File: src/pwm_measure_pkg.sv
// Constants shared by the pulse-duration measurement counter block
package pwm_measure_pkg;
   // Clock rate and the four printed tick sizes in picoseconds
   localparam longint CLK_MHZ = 125;
   localparam longint TICK0_PS = 20830;
   localparam longint TICK1_PS = 208300;
   localparam longint TICK2_PS = 2083000;
   localparam longint TICK3_PS = 20833000;
   localparam longint PS_PER_US = 1000000;
   // Cycles per tick, rounded to the nearest whole cycle: 3, 26, 260 and 2604
   localparam logic [11:0] TICK0_CYC = 12'((TICK0_PS * CLK_MHZ + PS_PER_US / 2) / PS_PER_US);
   localparam logic [11:0] TICK1_CYC = 12'((TICK1_PS * CLK_MHZ + PS_PER_US / 2) / PS_PER_US);
   localparam logic [11:0] TICK2_CYC = 12'((TICK2_PS * CLK_MHZ + PS_PER_US / 2) / PS_PER_US);
   localparam logic [11:0] TICK3_CYC = 12'((TICK3_PS * CLK_MHZ + PS_PER_US / 2) / PS_PER_US);

   localparam int NUM_CHAN = 4;
   localparam logic [31:0] MAX16 = 32'h0000ffff;
   localparam logic [31:0] MAX32 = 32'hffffffff;

   // Register byte addresses
   localparam logic [7:0] ADDR_CFG0 = 8'h00;   // Config of channel n at ADDR_CFG0 + 4*n
   localparam logic [7:0] ADDR_VAL0 = 8'h10;   // Held value of channel n at ADDR_VAL0 + 4*n
   localparam logic [7:0] ADDR_CTRL = 8'h20;
   localparam logic [7:0] ADDR_STAT = 8'h24;

   // Config fields
   localparam int CFG_TICK_LSB = 0;
   localparam int CFG_WIDE_BIT = 2;
   localparam int CFG_GATE_BIT = 3;
   localparam int CFG_REMAP_BIT = 4;
   localparam int CFG_GSEL_LSB = 5;
   localparam int CFG_SSEL_LSB = 7;
   localparam int CFG_BITS = 9;
   localparam logic [8:0] CFG_RESET = 9'h000;
   localparam int CTRL_START_BIT = 0;

   typedef enum logic {ARMED = 1'b0, TIMING = 1'b1} chan_state_t;
endpackage : pwm_measure_pkg

File: src/pulsewidth_measure_counter.sv
// Four-channel pulse-duration measurement counter with register port and scan strobes
// How it works
// - Count ticks from a pulse's leading edge to its opposite trailing edge.
// - Per-channel edge polarity picks high-level or low-level pulse measurement.
// - On latching a result the counter clears at once and re-arms.
// - Each result is latched on completion and held for every scan until replaced.
// - Acquisition start clears all counters; scans read zero until a first pulse.
// - Four tick sizes, 3 up to 2604 clock cycles (24 ns up to 20832 ns), divided from the clock.
// - A width option selects a 16-bit or a 32-bit counter.
// - The counter saturates at 65535 or 4294967295 ticks, never wraps.
// - Gate option: another channel high enables counting; low pauses and holds.
// - Remap option: measure another debounced channel instead of the own input.
// - No averaging: each held value is exactly one pulse.
// - Four channels, each with its own independent readout strobe.
module pulsewidth_measure_counter (
   input wire logic clk_sys,
   input wire logic rst_n,
   input wire logic [3:0] chanIn,
   input wire logic [3:0] edgePolarity,
   input wire logic [3:0] scanStrobe,
   output logic [31:0] scanData0,
   output logic [31:0] scanData1,
   output logic [31:0] scanData2,
   output logic [31:0] scanData3,
   input wire logic [7:0] regAddr,
   input wire logic [31:0] regWrData,
   input wire logic regWrite,
   input wire logic regRead,
   output logic [31:0] regRdData
);
   logic [pwm_measure_pkg::CFG_BITS-1:0] cfg_reg [pwm_measure_pkg::NUM_CHAN];
   logic acqStart;
   logic [3:0] tickEn;
   logic [31:0] held [pwm_measure_pkg::NUM_CHAN];
   logic [3:0] timing;
   logic [31:0] scanOut [pwm_measure_pkg::NUM_CHAN];

   // Decode a byte address into a channel slot of a four-register block
   function automatic logic hitBlock(input logic [7:0] addr, input logic [7:0] base, input int n);
      hitBlock = (addr == base + 8'(4 * n));
   endfunction : hitBlock

   // Writing the start bit begins an acquisition; a one-cycle pulse
   assign acqStart = regWrite && regAddr == pwm_measure_pkg::ADDR_CTRL
                     && regWrData[pwm_measure_pkg::CTRL_START_BIT];

   tick_divider uTicks (
      .clk_sys(clk_sys),
      .rst_n(rst_n),
      .restart(acqStart),
      .tickEn(tickEn)
   );

   genvar c;
   generate
      for (c = 0; c < pwm_measure_pkg::NUM_CHAN; c++) begin : gChan
         logic [1:0] tickSel;
         logic [1:0] gateSel;
         logic [1:0] srcSel;
         logic srcIdx;
         logic [1:0] srcChan;

         // Per-channel configuration register
         always_ff @(posedge clk_sys or negedge rst_n) begin
            if (!rst_n) begin
               cfg_reg[c] <= pwm_measure_pkg::CFG_RESET;
            end else if (regWrite && hitBlock(regAddr, pwm_measure_pkg::ADDR_CFG0, c)) begin
               cfg_reg[c] <= regWrData[pwm_measure_pkg::CFG_BITS-1:0];
            end
         end

         assign tickSel = cfg_reg[c][pwm_measure_pkg::CFG_TICK_LSB +: 2];
         assign gateSel = cfg_reg[c][pwm_measure_pkg::CFG_GSEL_LSB +: 2];
         assign srcSel = cfg_reg[c][pwm_measure_pkg::CFG_SSEL_LSB +: 2];
         assign srcIdx = cfg_reg[c][pwm_measure_pkg::CFG_REMAP_BIT];
         // Remapped channels use the source's own debounced level and polarity
         assign srcChan = srcIdx ? srcSel : 2'(c);

         pw_channel uChan (
            .clk_sys(clk_sys),
            .rst_n(rst_n),
            .clearAll(acqStart),
            .tickEn(tickEn[tickSel]),
            .srcLevel(chanIn[srcChan]),
            .polarity(edgePolarity[srcChan]),
            .gateLevel(chanIn[gateSel]),
            .gateEnable(cfg_reg[c][pwm_measure_pkg::CFG_GATE_BIT]),
            .wide32(cfg_reg[c][pwm_measure_pkg::CFG_WIDE_BIT]),
            .heldValue(held[c]),
            .timing(timing[c])
         );

         // Each scan strobe copies its own channel's held value, independent of the rest
         always_ff @(posedge clk_sys or negedge rst_n) begin
            if (!rst_n) begin
               scanOut[c] <= 32'h00000000;
            end else if (scanStrobe[c]) begin
               scanOut[c] <= held[c];
            end
         end
      end
   endgenerate

   assign scanData0 = scanOut[0];
   assign scanData1 = scanOut[1];
   assign scanData2 = scanOut[2];
   assign scanData3 = scanOut[3];

   // Read data one cycle after the strobe; unmapped and idle cycles read zero
   always_ff @(posedge clk_sys or negedge rst_n) begin
      if (!rst_n) begin
         regRdData <= 32'h00000000;
      end else begin
         regRdData <= 32'h00000000;
         if (regRead) begin
            for (int i = 0; i < pwm_measure_pkg::NUM_CHAN; i++) begin
               if (hitBlock(regAddr, pwm_measure_pkg::ADDR_CFG0, i)) begin
                  regRdData <= {23'h000000, cfg_reg[i]};
               end
               if (hitBlock(regAddr, pwm_measure_pkg::ADDR_VAL0, i)) begin
                  regRdData <= held[i];
               end
            end
            if (regAddr == pwm_measure_pkg::ADDR_STAT) begin
               regRdData <= {28'h0000000, timing};
            end
         end
      end
   end
endmodule : pulsewidth_measure_counter

File: src/tick_divider.sv
// Divides the system clock into four one-cycle tick enables
module tick_divider (
   input wire logic clk_sys,
   input wire logic rst_n,
   input wire logic restart,
   output logic [3:0] tickEn
);
   localparam logic [11:0] DIVS [4] = '{pwm_measure_pkg::TICK0_CYC, pwm_measure_pkg::TICK1_CYC,
                                        pwm_measure_pkg::TICK2_CYC, pwm_measure_pkg::TICK3_CYC};

   // One free counter per tick size; restart realigns them with acquisition start
   genvar g;
   generate
      for (g = 0; g < 4; g++) begin : gDiv
         logic [11:0] divCnt_reg;
         always_ff @(posedge clk_sys or negedge rst_n) begin
            if (!rst_n) begin
               divCnt_reg <= 12'h000;
            end else if (restart || divCnt_reg == DIVS[g] - 12'h001) begin
               divCnt_reg <= 12'h000;
            end else begin
               divCnt_reg <= divCnt_reg + 12'h001;
            end
         end
         assign tickEn[g] = !restart && (divCnt_reg == DIVS[g] - 12'h001);
      end
   endgenerate
endmodule : tick_divider

File: src/pw_channel.sv
// One pulse-duration counter channel with its held result
module pw_channel (
   input wire logic clk_sys,
   input wire logic rst_n,
   input wire logic clearAll,
   input wire logic tickEn,
   input wire logic srcLevel,
   input wire logic polarity,
   input wire logic gateLevel,
   input wire logic gateEnable,
   input wire logic wide32,
   output logic [31:0] heldValue,
   output logic timing
);
   pwm_measure_pkg::chan_state_t state_reg;
   logic srcPrev_reg;
   logic [31:0] count_reg;
   logic leadEdge;
   logic trailEdge;
   logic [31:0] countMax;

   // Polarity high: high pulse, leading edge rising; low: low pulse
   assign leadEdge = (srcLevel != srcPrev_reg) && (srcLevel == polarity);
   assign trailEdge = (srcLevel != srcPrev_reg) && (srcLevel != polarity);
   assign countMax = wide32 ? pwm_measure_pkg::MAX32 : pwm_measure_pkg::MAX16;
   assign timing = (state_reg == pwm_measure_pkg::TIMING);

   // Previous level for edge detection
   always_ff @(posedge clk_sys or negedge rst_n) begin
      if (!rst_n) begin
         srcPrev_reg <= 1'b0;
      end else begin
         srcPrev_reg <= srcLevel;
      end
   end

   // Armed waits for a leading edge, so after an acquisition start the first result is a whole pulse
   always_ff @(posedge clk_sys or negedge rst_n) begin
      if (!rst_n) begin
         state_reg <= pwm_measure_pkg::ARMED;
      end else if (clearAll) begin
         state_reg <= pwm_measure_pkg::ARMED;
      end else begin
         unique case (state_reg)
            pwm_measure_pkg::ARMED: begin
               if (leadEdge) begin
                  state_reg <= pwm_measure_pkg::TIMING;
               end
            end
            pwm_measure_pkg::TIMING: begin
               if (trailEdge) begin
                  state_reg <= pwm_measure_pkg::ARMED;
               end
            end
         endcase
      end
   end

   // Tick counter: saturates, pauses while the gate is low, cleared on latch
   always_ff @(posedge clk_sys or negedge rst_n) begin
      if (!rst_n) begin
         count_reg <= 32'h00000000;
      end else if (clearAll) begin
         count_reg <= 32'h00000000;
      end else if (timing && trailEdge) begin
         count_reg <= 32'h00000000;
      end else if (timing && tickEn && (!gateEnable || gateLevel) && count_reg < countMax) begin
         count_reg <= count_reg + 32'h00000001;
      end
   end

   // One pulse per result, no averaging; held until the next pulse completes
   always_ff @(posedge clk_sys or negedge rst_n) begin
      if (!rst_n) begin
         heldValue <= 32'h00000000;
      end else if (clearAll) begin
         heldValue <= 32'h00000000;
      end else if (timing && trailEdge) begin
         heldValue <= count_reg;
      end
   end
endmodule : pw_channel

File: config.mk
export PLATFORM = sky130hd
export DESIGN_NAME = pulsewidth_measure_counter
export DESIGN_NICKNAME = d
export VERILOG_FILES = /design/src/pwm_measure_pkg.sv /design/src/pulsewidth_measure_counter.sv /design/src/tick_divider.sv /design/src/pw_channel.sv
export SDC_FILE = /design/constraint.sdc
export NUM_CORES = 1
export LEC_CHECK = 0
export ABC_AREA = 1
export BUFFER_PORTS_ARGS = -buffer_cell sky130_fd_sc_hd__buf_2
export CAP_MARGIN = 10
export CORE_MARGIN = 2
export CORE_UTILIZATION = 57
export CTS_BUF_LIST = sky130_fd_sc_hd__clkbuf_4
export DETAILED_ROUTE_END_ITERATION = 10
export GPL_TIMING_DRIVEN = 0
export PLACE_DENSITY = 0.88
export SLEW_MARGIN = 20
export SYNTH_ARGS = -nofsm -noshare
export SYNTH_HDL_FRONTEND = slang
export SYNTH_SLANG_ARGS = --single-unit
File: constraint.sdc
create_clock -name clk_sys -period 2.4 [get_ports clk_sys]
set_input_delay 0.36 -clock clk_sys [delete_from_list [all_inputs] [get_ports clk_sys]]
set_output_delay 0.36 -clock clk_sys [all_outputs]
set_load 0.02 [all_outputs]
# --- Yosys cells after proc, flatten, opt, wreduce, memory -nomap -nowiden ---
# Cells that the tools add are included.
totals:
  register_bits: 508
  latchBits: 0
  ram_bits: 0
  mem_bits_ro: 0
  input_bits: 56
  out_inout_bits: 160
  memories: 0
classes:
  addsub: 8
  mul: 0
  div_mod_pow: 0
  order_cmp: 16
  eq_ne: 25
  n_shift: 0
  muxes: 90
  bitwise: 4
  n_reduce_logical: 56
op_table:
  columns: ["cell", "n"]
  rows:
  - ["$mux W32", 33]
  - ["$add A32 B1 Y32 const B", 4]
  - ["$lt A32 B32 Y1", 4]
  - ["$add A12 B1 Y12 const B", 4]
  - ["$mux W12", 4]
  - ["$lt A2 B3 Y1 const B", 12]
  - ["$logic_and A1 B1 Y1", 34]
  - ["$bmux W1 S2", 16]
  - ["$eq A8 B5 Y1 const B", 4]
  - ["$mux W1", 28]
  - ["$eq A8 B4 Y1 const B", 2]
  - ["$eq A8 B6 Y1 const B", 2]
  - ["$eq A12 B12 Y1 const B", 1]
  - ["$eq A12 B2 Y1 const B", 1]
  - ["$eq A12 B5 Y1 const B", 1]
  - ["$eq A12 B9 Y1 const B", 1]
  - ["$reduce_bool A3 Y1", 4]
  - ["$mux W9", 1]
  - ["$eq A8 B3 Y1 const B", 1]
  - ["$logic_not A8 Y1", 1]
  - ["$logic_or A1 B1 Y1", 8]
  - ["$mux W2", 4]
  - ["$ne A1 B1 Y1", 8]
  - ["$pmux W1 S2", 4]
  - ["other kinds (4)", 17]

# --- Depth between registers and ports, before layout ---
# Gate-level depths: netlist of the first run.
depth:
  depth_word: 13
  depth_mapped: 16
  ltp_nobuf: 15

# --- Hierarchy ---
# From an unflattened synthesis of the first run, not the netlist that was laid out.
unflattened:
  cells_unflattened: 3588
  hier_area_um2: 28051.9
modules_own_cells:
  columns: ["module", "instances", "cells_per_inst", "area_each_um2"]
  rows:
  - ["pw_channel", 4, 596, 4085.2]
  - ["pulsewidth_measure_counter", 1, 865, 9051.2]
  - ["tick_divider", 1, 339, 2660.1]

# --- Worst setup path before layout of the first run ---
# No wires, ideal clock.
synth_timing:
  kind: "register -> register"
  start: "reg cfg_reg[20] in the netlist's numbering"
  end: "reg gChan[1].uChan.count_reg[17]"
  setup_ns: 0.117
  arrival_time_ns: 2.194
  required_ns: 2.283
  slack_ns: 0.089
  stages_incl_launch_ff: 14
  n_path_buf: 2
  synth_period_minus_slack_ns: 2.311
  path_cell_list: "dfrtp_1 > inv_1 > ha_1 > a21o_1 > nor2_1 > nor2_1 > o21ai_0 > nand2_1 > nor2_2 > nand2_4 > buf_6 > buf_8 > nand3_2 > nand2_1"
synth_via:
  elab_chain_len: 4
synth_rtl:
  columns: ["element", "line_no", "text"]
  rows:
  - ["start: declaration", "pulsewidth_measure_counter.sv:31", "logic [pwm_measure_pkg::CFG_BITS-1:0] cfg_reg [pwm_measure_pkg::NUM_CHAN];"]
  - ["start signal: indexed assignment", "pulsewidth_measure_counter.sv:66", "cfg_reg[c] <= pwm_measure_pkg::CFG_RESET;"]
  - ["start signal: indexed assignment", "pulsewidth_measure_counter.sv:68", "cfg_reg[c] <= regWrData[pwm_measure_pkg::CFG_BITS-1:0];"]
  - ["$mux W32", "pw_channel.sv:25", "assign countMax = wide32 ? pwm_measure_pkg::MAX32 : pwm_measure_pkg::MAX16;"]
  - ["$lt A32 B32 Y1", "pw_channel.sv:67", "end else if (timing && tickEn && (!gateEnable || gateLevel) && count_reg < countMax) begin"]
  - ["$logic_and A1 B1 Y1", "pw_channel.sv:67", null]
  - ["$reduce_bool A3 Y1 (no line)", null, null]
  - ["end signal: assignment", "pw_channel.sv:68", "count_reg <= count_reg + 32'h00000001;"]
  - ["end: declaration", "pw_channel.sv:17", "logic [31:0] count_reg;"]
# Every way passes these cells.
# A chain may end at the register's enable or synchronous reset.

# --- Worst setup path in the final report of the first run ---
layout_timing:
  start: "reg cfg_reg[20] in the netlist's numbering"
  end: "reg gChan[1].uChan.count_reg[18]"
# The elaborated chain is that of the path after synthesis.

==> metrics, run 1 <==
1st-iter DRT viols=between 3,000 and 4,000; outcome=finished with violations; min-delay worst type=in2reg; post-layout min period=~2500 ps; share of cells above drive strength 1=just under 20%; total clock buffers created by CTS=roughly 130; Startpoint Class=flop; Fill cells=~3,500; Peak VDD IR=just under 0.5 mV; pre-CTS WS=-593 ps; element type at the critical path end=flop; vias in the first global route=~25,000; clock sink total=~510; CP required=3330 ps; Final Hold Fails=0; grt total ovfl=0; failing checks=negative setup slack; Starting Density=slightly below 60%; routed len/inst=approximately 21 um; clock buffer depth=3; GPL Wtd Cong=slightly above 1; clk_lat worst skew=1050 ps; post-synth top area share=roughly 47%; worst r2r src=cfg_reg[20]; Least-Margin Pin Slew=967 ps; drt drc=0; RSZ-0062 raised after global routing=yes; Final ANT Viol Nets=0; Max Slew Vio Count=0; floorplan die width=221 um; synth top area cells=dfrtp_1 (47%), nand2_1 (9.3%), inv_1 (5.0%), nor2_1 (4.8%), nand4_1 (3.7%); syn nets=~3,400; Crit Path Category=reg2reg; CTS tree=done; synth warn=0; largest net degree at the start of global routing=103; Arrival @ worst endpoint=3400 ps; vias per cell=about 6; fmax=0.404 GHz; hold_sp=chanIn[2]; syn avg cell area=8.26 um2; core box area=roughly 47,000 um2; crit path from=cfg_reg[20]; P&R area growth vs syn=18.4%; area post-placement=28,700 um2; final cycle utilization of the critical path=103%; Yosys top cell by area=dfrtp_1; sequential area share after synthesis=47.3%; TNS Setup=-1080 ps; I/O Buffers=roughly 190; CTS Root Buffer Type=clkbuf_4; Post-synth EDFFs=0; Netlist cell types=50; initial antenna violation count=1; Layout Nets=3,786; design area=roughly 32,000 um2; Setup Skew=approximately 76 ps; die height=roughly 220 um; FP Rows=a little under 80; Tot GR Track Use=a little over a third; htree depth=4; Power Total=roughly 20 mW; hpwl dp=between 60 and 70 mm; setup ws final=-74.3 ps; Slew headroom=35.5%; first-pass GRT wire length=about 130 mm; final WL=89.7 mm; Synth Cell Area=roughly 27,000 um2; Yosys reg bits=~510; DIE AREA=around 49,000 um2; Clock transition at path regs=70 ps; Pwr Density=approximately 650 nW/um2; Pleak=roughly 16 nW; CP Max Fanout=8; Ports=216; Final setup viols=41; max_cap viols=0; Cells after Synth=3,258; DR vias=roughly 26,000; Async S/R FF share, synth=between 90% and 100%; TritonRoute pass-1 iters=9; main flop type after synthesis=dfrtp_1
[cell usage in the layout, fill, tap and decap left out, drive strengths merged, types with 2 or more instances in the layout]
cell         instances
a221oi              25
nor3b               29
or2                  6
a211oi               2
a31oi                3
nand3              194
o22ai               28
bufinv               2
o21bai               4
diode                2
clkbuf             236
nand3b               9
mux2                28
nor4                 4
clkinvlp             9
and3                 6
nor3                76
dfrtp              508
o211ai              14
xor2                74
nand4              160
dlygate4sd3         29
buf                317
ha                  74
a21oi              174
o21ai              195
o21a                13
nand2              680
inv                366
nor2               367
xnor2               41
a22o                24
o221ai               4
clkinv              43
[worst paths after layout]
check                                                to  slack, ps  depth (start not counted)
setup / recovery           gChan[1].uChan.count_reg[18]        -70                         12
hold / removal               gChan[1].uChan.srcPrev_reg         80                          5
setup reg to reg           gChan[1].uChan.count_reg[18]        -70                         12
hold reg to reg            uTicks.gDiv[3].divCnt_reg[0]        460                          1
max in group asynchronous                 scanData1[14]        940                          5
min in group asynchronous                 scanData3[20]        460                          4
[routing by layer]
layer,up-vias,GRT usage (%),part of all wire (%)
met5,-,0,0
met2,1707,51.8,44
li1,11700,-,-
met4,0,23.1,8.0
met3,474,11.2,11
met1,12300,44.5,37
[final cells by class]
type / count / area, um2 / share of cell area, %
clock inverter: 49 / 290 / 0.911
timing repair inverter: 1 / 7.51 / 0.0236
clock buffer: 180 / 1350 / 4.24
buffer: 141 / 831 / 2.61
sequential: 508 / 12700 / 39.9
tap: 607 / 759 / 2.38
multi-input combinational: 2239 / 12600 / 39.6
antenna: 2 / 5.00 / 0.0157
timing repair buffer: 261 / 1870 / 5.87
inverter: 370 / 1410 / 4.42
[critical path, stage by stage (launching register included)]
cell	delay [ps]
dfrtp_2	420
clkinvlp_4	160
buf_12	180
ha_1	330
a21oi_1	150
o21ai_1	100
a21oi_2	180
nand2_2	80
nor2_4	150
buf_4	140
buf_4	170
nand3_2	130
a21oi_2	180
[repair_timing]
action / 4_1_cts / 5_1_grt
endpoints found under the setup margin: 128 / 137
endpoints found under the hold margin: 422 / 0
buffers inserted: 13 / 16
gates cloned: 0 / 12
gates resized for setup: 20 / 147
pin swaps: 4 / 49
hold buffers: 30 / 0
[cells in the mapped netlist (24+ instances only)]
cell type  count
clkbuf_1      50
nand3_1      167
dfrtp_1      508
a221oi_1      25
xor2_1        74
nand3_2       26
nor3b_1       29
xnor2_1       41
o21ai_0      172
mux2_2        28
a22o_1        24
nor3_1        75
a21oi_1      174
inv_1        356
nor2_1       343
nand4_1      160
nand2_1      663
ha_1          74
buf_2         63
o22ai_1       28
[power breakdown]
part | internal, mW | switching (mW) | total (mW)
sequential | 9.12 | 0.520 | 9.64
clock | 3.74 | 3.89 | 7.62
combinational | 1.19 | 2.16 | 3.35
total | 14.0 | 6.57 | 20.6
[logic make-up after synthesis]
family | Yosys count | share of synthesized area (%)
buffers and inverters | 511 | 8.00
muxes | 28 | 1.17
AOI/OAI and AO/OA | 490 | 10.4
adders and majority gates | 74 | 3.44
and+or+nand+nor | 1532 | 26.0
xor gates and xnor gates | 115 | 3.74
DFF | 508 | 47.3
[stage by stage]
stage                     util (%)  hold WS [ps]  std cells
after floorplan                  -          64.4       3258
after global placement        61.4           440       4051
after detailed placement      61.7           287       4056
after CTS                     66.3          13.4       4328
after global routing          68.4          57.4       4357
final                         68.4          75.0       4358
Power figures use the tool's default switching activity.
==> inputs of run 2 (changes only) <==
--- a/config.mk
+++ b/config.mk
@@ -8,12 +8,14 @@
 export ABC_AREA = 1
 export BUFFER_PORTS_ARGS = -buffer_cell sky130_fd_sc_hd__buf_2
 export CAP_MARGIN = 10
+export CELL_PAD_IN_SITES_DETAIL_PLACEMENT = 0
+export CELL_PAD_IN_SITES_GLOBAL_PLACEMENT = 2
 export CORE_MARGIN = 2
-export CORE_UTILIZATION = 57
+export CORE_UTILIZATION = 38
 export CTS_BUF_LIST = sky130_fd_sc_hd__clkbuf_4
 export DETAILED_ROUTE_END_ITERATION = 10
 export GPL_TIMING_DRIVEN = 0
-export PLACE_DENSITY = 0.88
+export PLACE_DENSITY = 0.92
 export SLEW_MARGIN = 20
 export SYNTH_ARGS = -nofsm -noshare
 export SYNTH_HDL_FRONTEND = slang
==> constraint.sdc (replaced) <==
create_clock -name clk_sys -period 2.8 [get_ports clk_sys]
set_input_delay 0.42 -clock clk_sys [delete_from_list [all_inputs] [get_ports clk_sys]]
set_output_delay 0.42 -clock clk_sys [all_outputs]
set_load 0.02 [all_outputs]
==> run 2 against run 1 <==
The run now ends clean. Sequential power decreased by 14%. Power is 12% lower. Clock power shrank 6.0%. Sequential share of layout area is 0.42 points higher. Design area down 1.1%. Setup slack gained 270 ps. Cell count is 7.3% higher. Register-to-register slack improved by 270 ps. Global-route usage is 10 points lower. Critical path depth stayed put. Utilization fell by 23 points. Routed wire length increased by 2.1%. Critical path type unchanged. Critical endpoint is now gChan[3].uChan.heldValue[23].
==> metrics, run 2 (synthesis gave the netlist of run 1 again) <==
area post-placement=29,200 um2; Crit Path Category=reg2reg; routed len/inst=roughly 20 um; clock network fraction of total power=39.7%; CTS Root Buffer Type=clkbuf_4; outcome=finished, final reports clean; grt total ovfl=0; FF-to-FF path depth=12; first-pass GRT wire length=~140 mm; total clock buffers created by CTS=about 140; element type at the critical path end=flop; CP required=3680 ps; initial antenna violation count=4; I/O Buffers=around 190; CP Max Fanout=10; share of cells above drive strength 1=between 10% and 20%; fmax=between 0.3 and 0.4 GHz; FP Rows=just under 100; floorplan die width=roughly 270 um; Pleak=15.4 nW; Seq pwr share=approximately 46%; Arrival @ worst endpoint=~3500 ps; final cycle utilization of the critical path=93.1%; Least-Margin Pin Slew=680 ps; design area=about 32,000 um2; Final ANT Viol Nets=0; most common cell after layout, fill and taps aside=nand2_1; fin util=between 40 and 50%; die height=roughly 270 um; Clock transition at path regs=~70 ps; RSZ-0062 raised after global routing=no; Setup Skew=roughly 65 ps; max_cap viols=0; Ports=roughly 220; Max Slew Vio Count=0; TritonRoute pass-1 iters=6; switching power total=~5.4 mW; final WL=91.6 mm; Layout Nets=3,761; GPL Wtd Cong=about 0.91; Tot GR Track Use=between 20% and 30%; Final Hold Fails=0; CTS tree=done; 1st-iter DRT viols=roughly 1,900; vias in the first global route=between 20,000 and 25,000; Final setup viols=0; htree depth=4; Pwr Density=approximately 570 nW/um2; hpwl dp=around 70 mm; P_int=12.6 mW; clk_lat worst skew=approximately 990 ps; Sw Ratio=between 30% and 40%; Peak VDD IR=around 0.24 mV; Worst Hold Path Cells=6; most frequent cells in the layout=nand2_1 (661), dfrtp_1 (507), inv_1 (352), nor2_1 (340), buf_2 (242); Slew headroom=a little over half; P&R area growth vs syn=17.1%; DR vias=about 24,000; min-delay worst type=in2reg; vias per cell=between 5 and 6; post-layout min period=between 2000 and 3000 ps; core box area=approximately 70,000 um2; clock buffer depth=3; Combinational Power Share=about 14%; largest net degree at the start of global routing=between 100 and 150; DIE AREA=about 73,000 um2; clock sink total=slightly above 500; drt drc=0; Starting Density=between 30 and 40%; Startpoint Class=flop
run 2: changes by cell type in the layout (fill, tap and decap cells not counted), moves of 7 or more:
cell / previous run / this run
clkbuf_4: 180 / 208
ha_1: 51 / 74
ha_4: 22 / 0
a21oi_1: 155 / 174
a21oi_2: 18 / 0
nand2_1: 646 / 661
buf_4: 23 / 9
nand2_2: 26 / 13
buf_6: 27 / 18
nand3_1: 159 / 167
o21ai_0: 164 / 172
dfrtp_1: 500 / 507
dfrtp_2: 8 / 1
run 2: stage by stage:
step                hold WS (ps)  instances   TNS, ps  power (mW)  setup slack (ps)
floorplan                    124       3258         0        9.91               489
global placement             443       4384  -4773900        10.9             -9470
detailed placement           426       4389     -3020        10.9             -69.4
CTS                         28.1       4665         0        18.2              3.27
global route                 107       4673         0        19.0              5.55
finish                       146       4675         0        18.0               192
run 2: cell type report:
class	count	area (um2)
Antenna cell	4	10.0
Buffer	141	792
Clock buffer	206	1550
Clock inverter	38	312
Fill cell	7136	38500
Inverter	370	1410
Multi-Input combinational cell	2239	12100
Sequential cell	508	12700
Tap cell	940	1180
Timing Repair Buffer	229	1490
run 2: critical path, cell delays in order (launching register included):
cell           delay (ps)
dfrtp_1               420
inv_1                  80
nand2_2               100
o211ai_1              200
nand2_1               110
dlygate4sd3_1         580
nand2_1               100
nand3_1               150
buf_6                 200
nor2_4                210
buf_4                 200
nand2_1                70
o21ai_0                80
run 2: per-layer routing:
layer	track usage, %	part of all wire, %	vias to the layer above
li1	-	-	11600
met1	33.6	44	11600
met2	37.9	44	812
met3	6.16	7.1	164
met4	11.9	4.2	2
met5	0	0.012	-
run 2: worst paths after layout:
path	startpoint	to	slack, ps
setup / recovery	cfg_reg[7]	gChan[3].uChan.heldValue[23]	190
hold / removal	regAddr[1]	regRdData[6]	150
setup reg to reg	cfg_reg[7]	gChan[3].uChan.heldValue[23]	190
hold reg to reg	uTicks.gDiv[3].divCnt_reg[0]	uTicks.gDiv[3].divCnt_reg[0]	450
max in group asynchronous	rst_n	scanData2[15]	1720
min in group asynchronous	rst_n	gChan[1].uChan.count_reg[30]	160
run 2: timing repair:
item	CTS	global route
pin swaps	0	3
hold endpoints to repair	518	0
setup endpoints to repair	84	150
resized for setup	5	27
hold buffers	29	0
setup buffers	3	6
run 2: power groups by stage:
stage	combinational [mW]	sequential [mW]	clock (mW)
floorplan	1.48	8.43	0
global placement	2.45	8.40	0
detailed placement	2.52	8.39	0
CTS	2.59	8.26	7.37
global route	2.90	8.33	7.75
finish	2.60	8.27	7.16
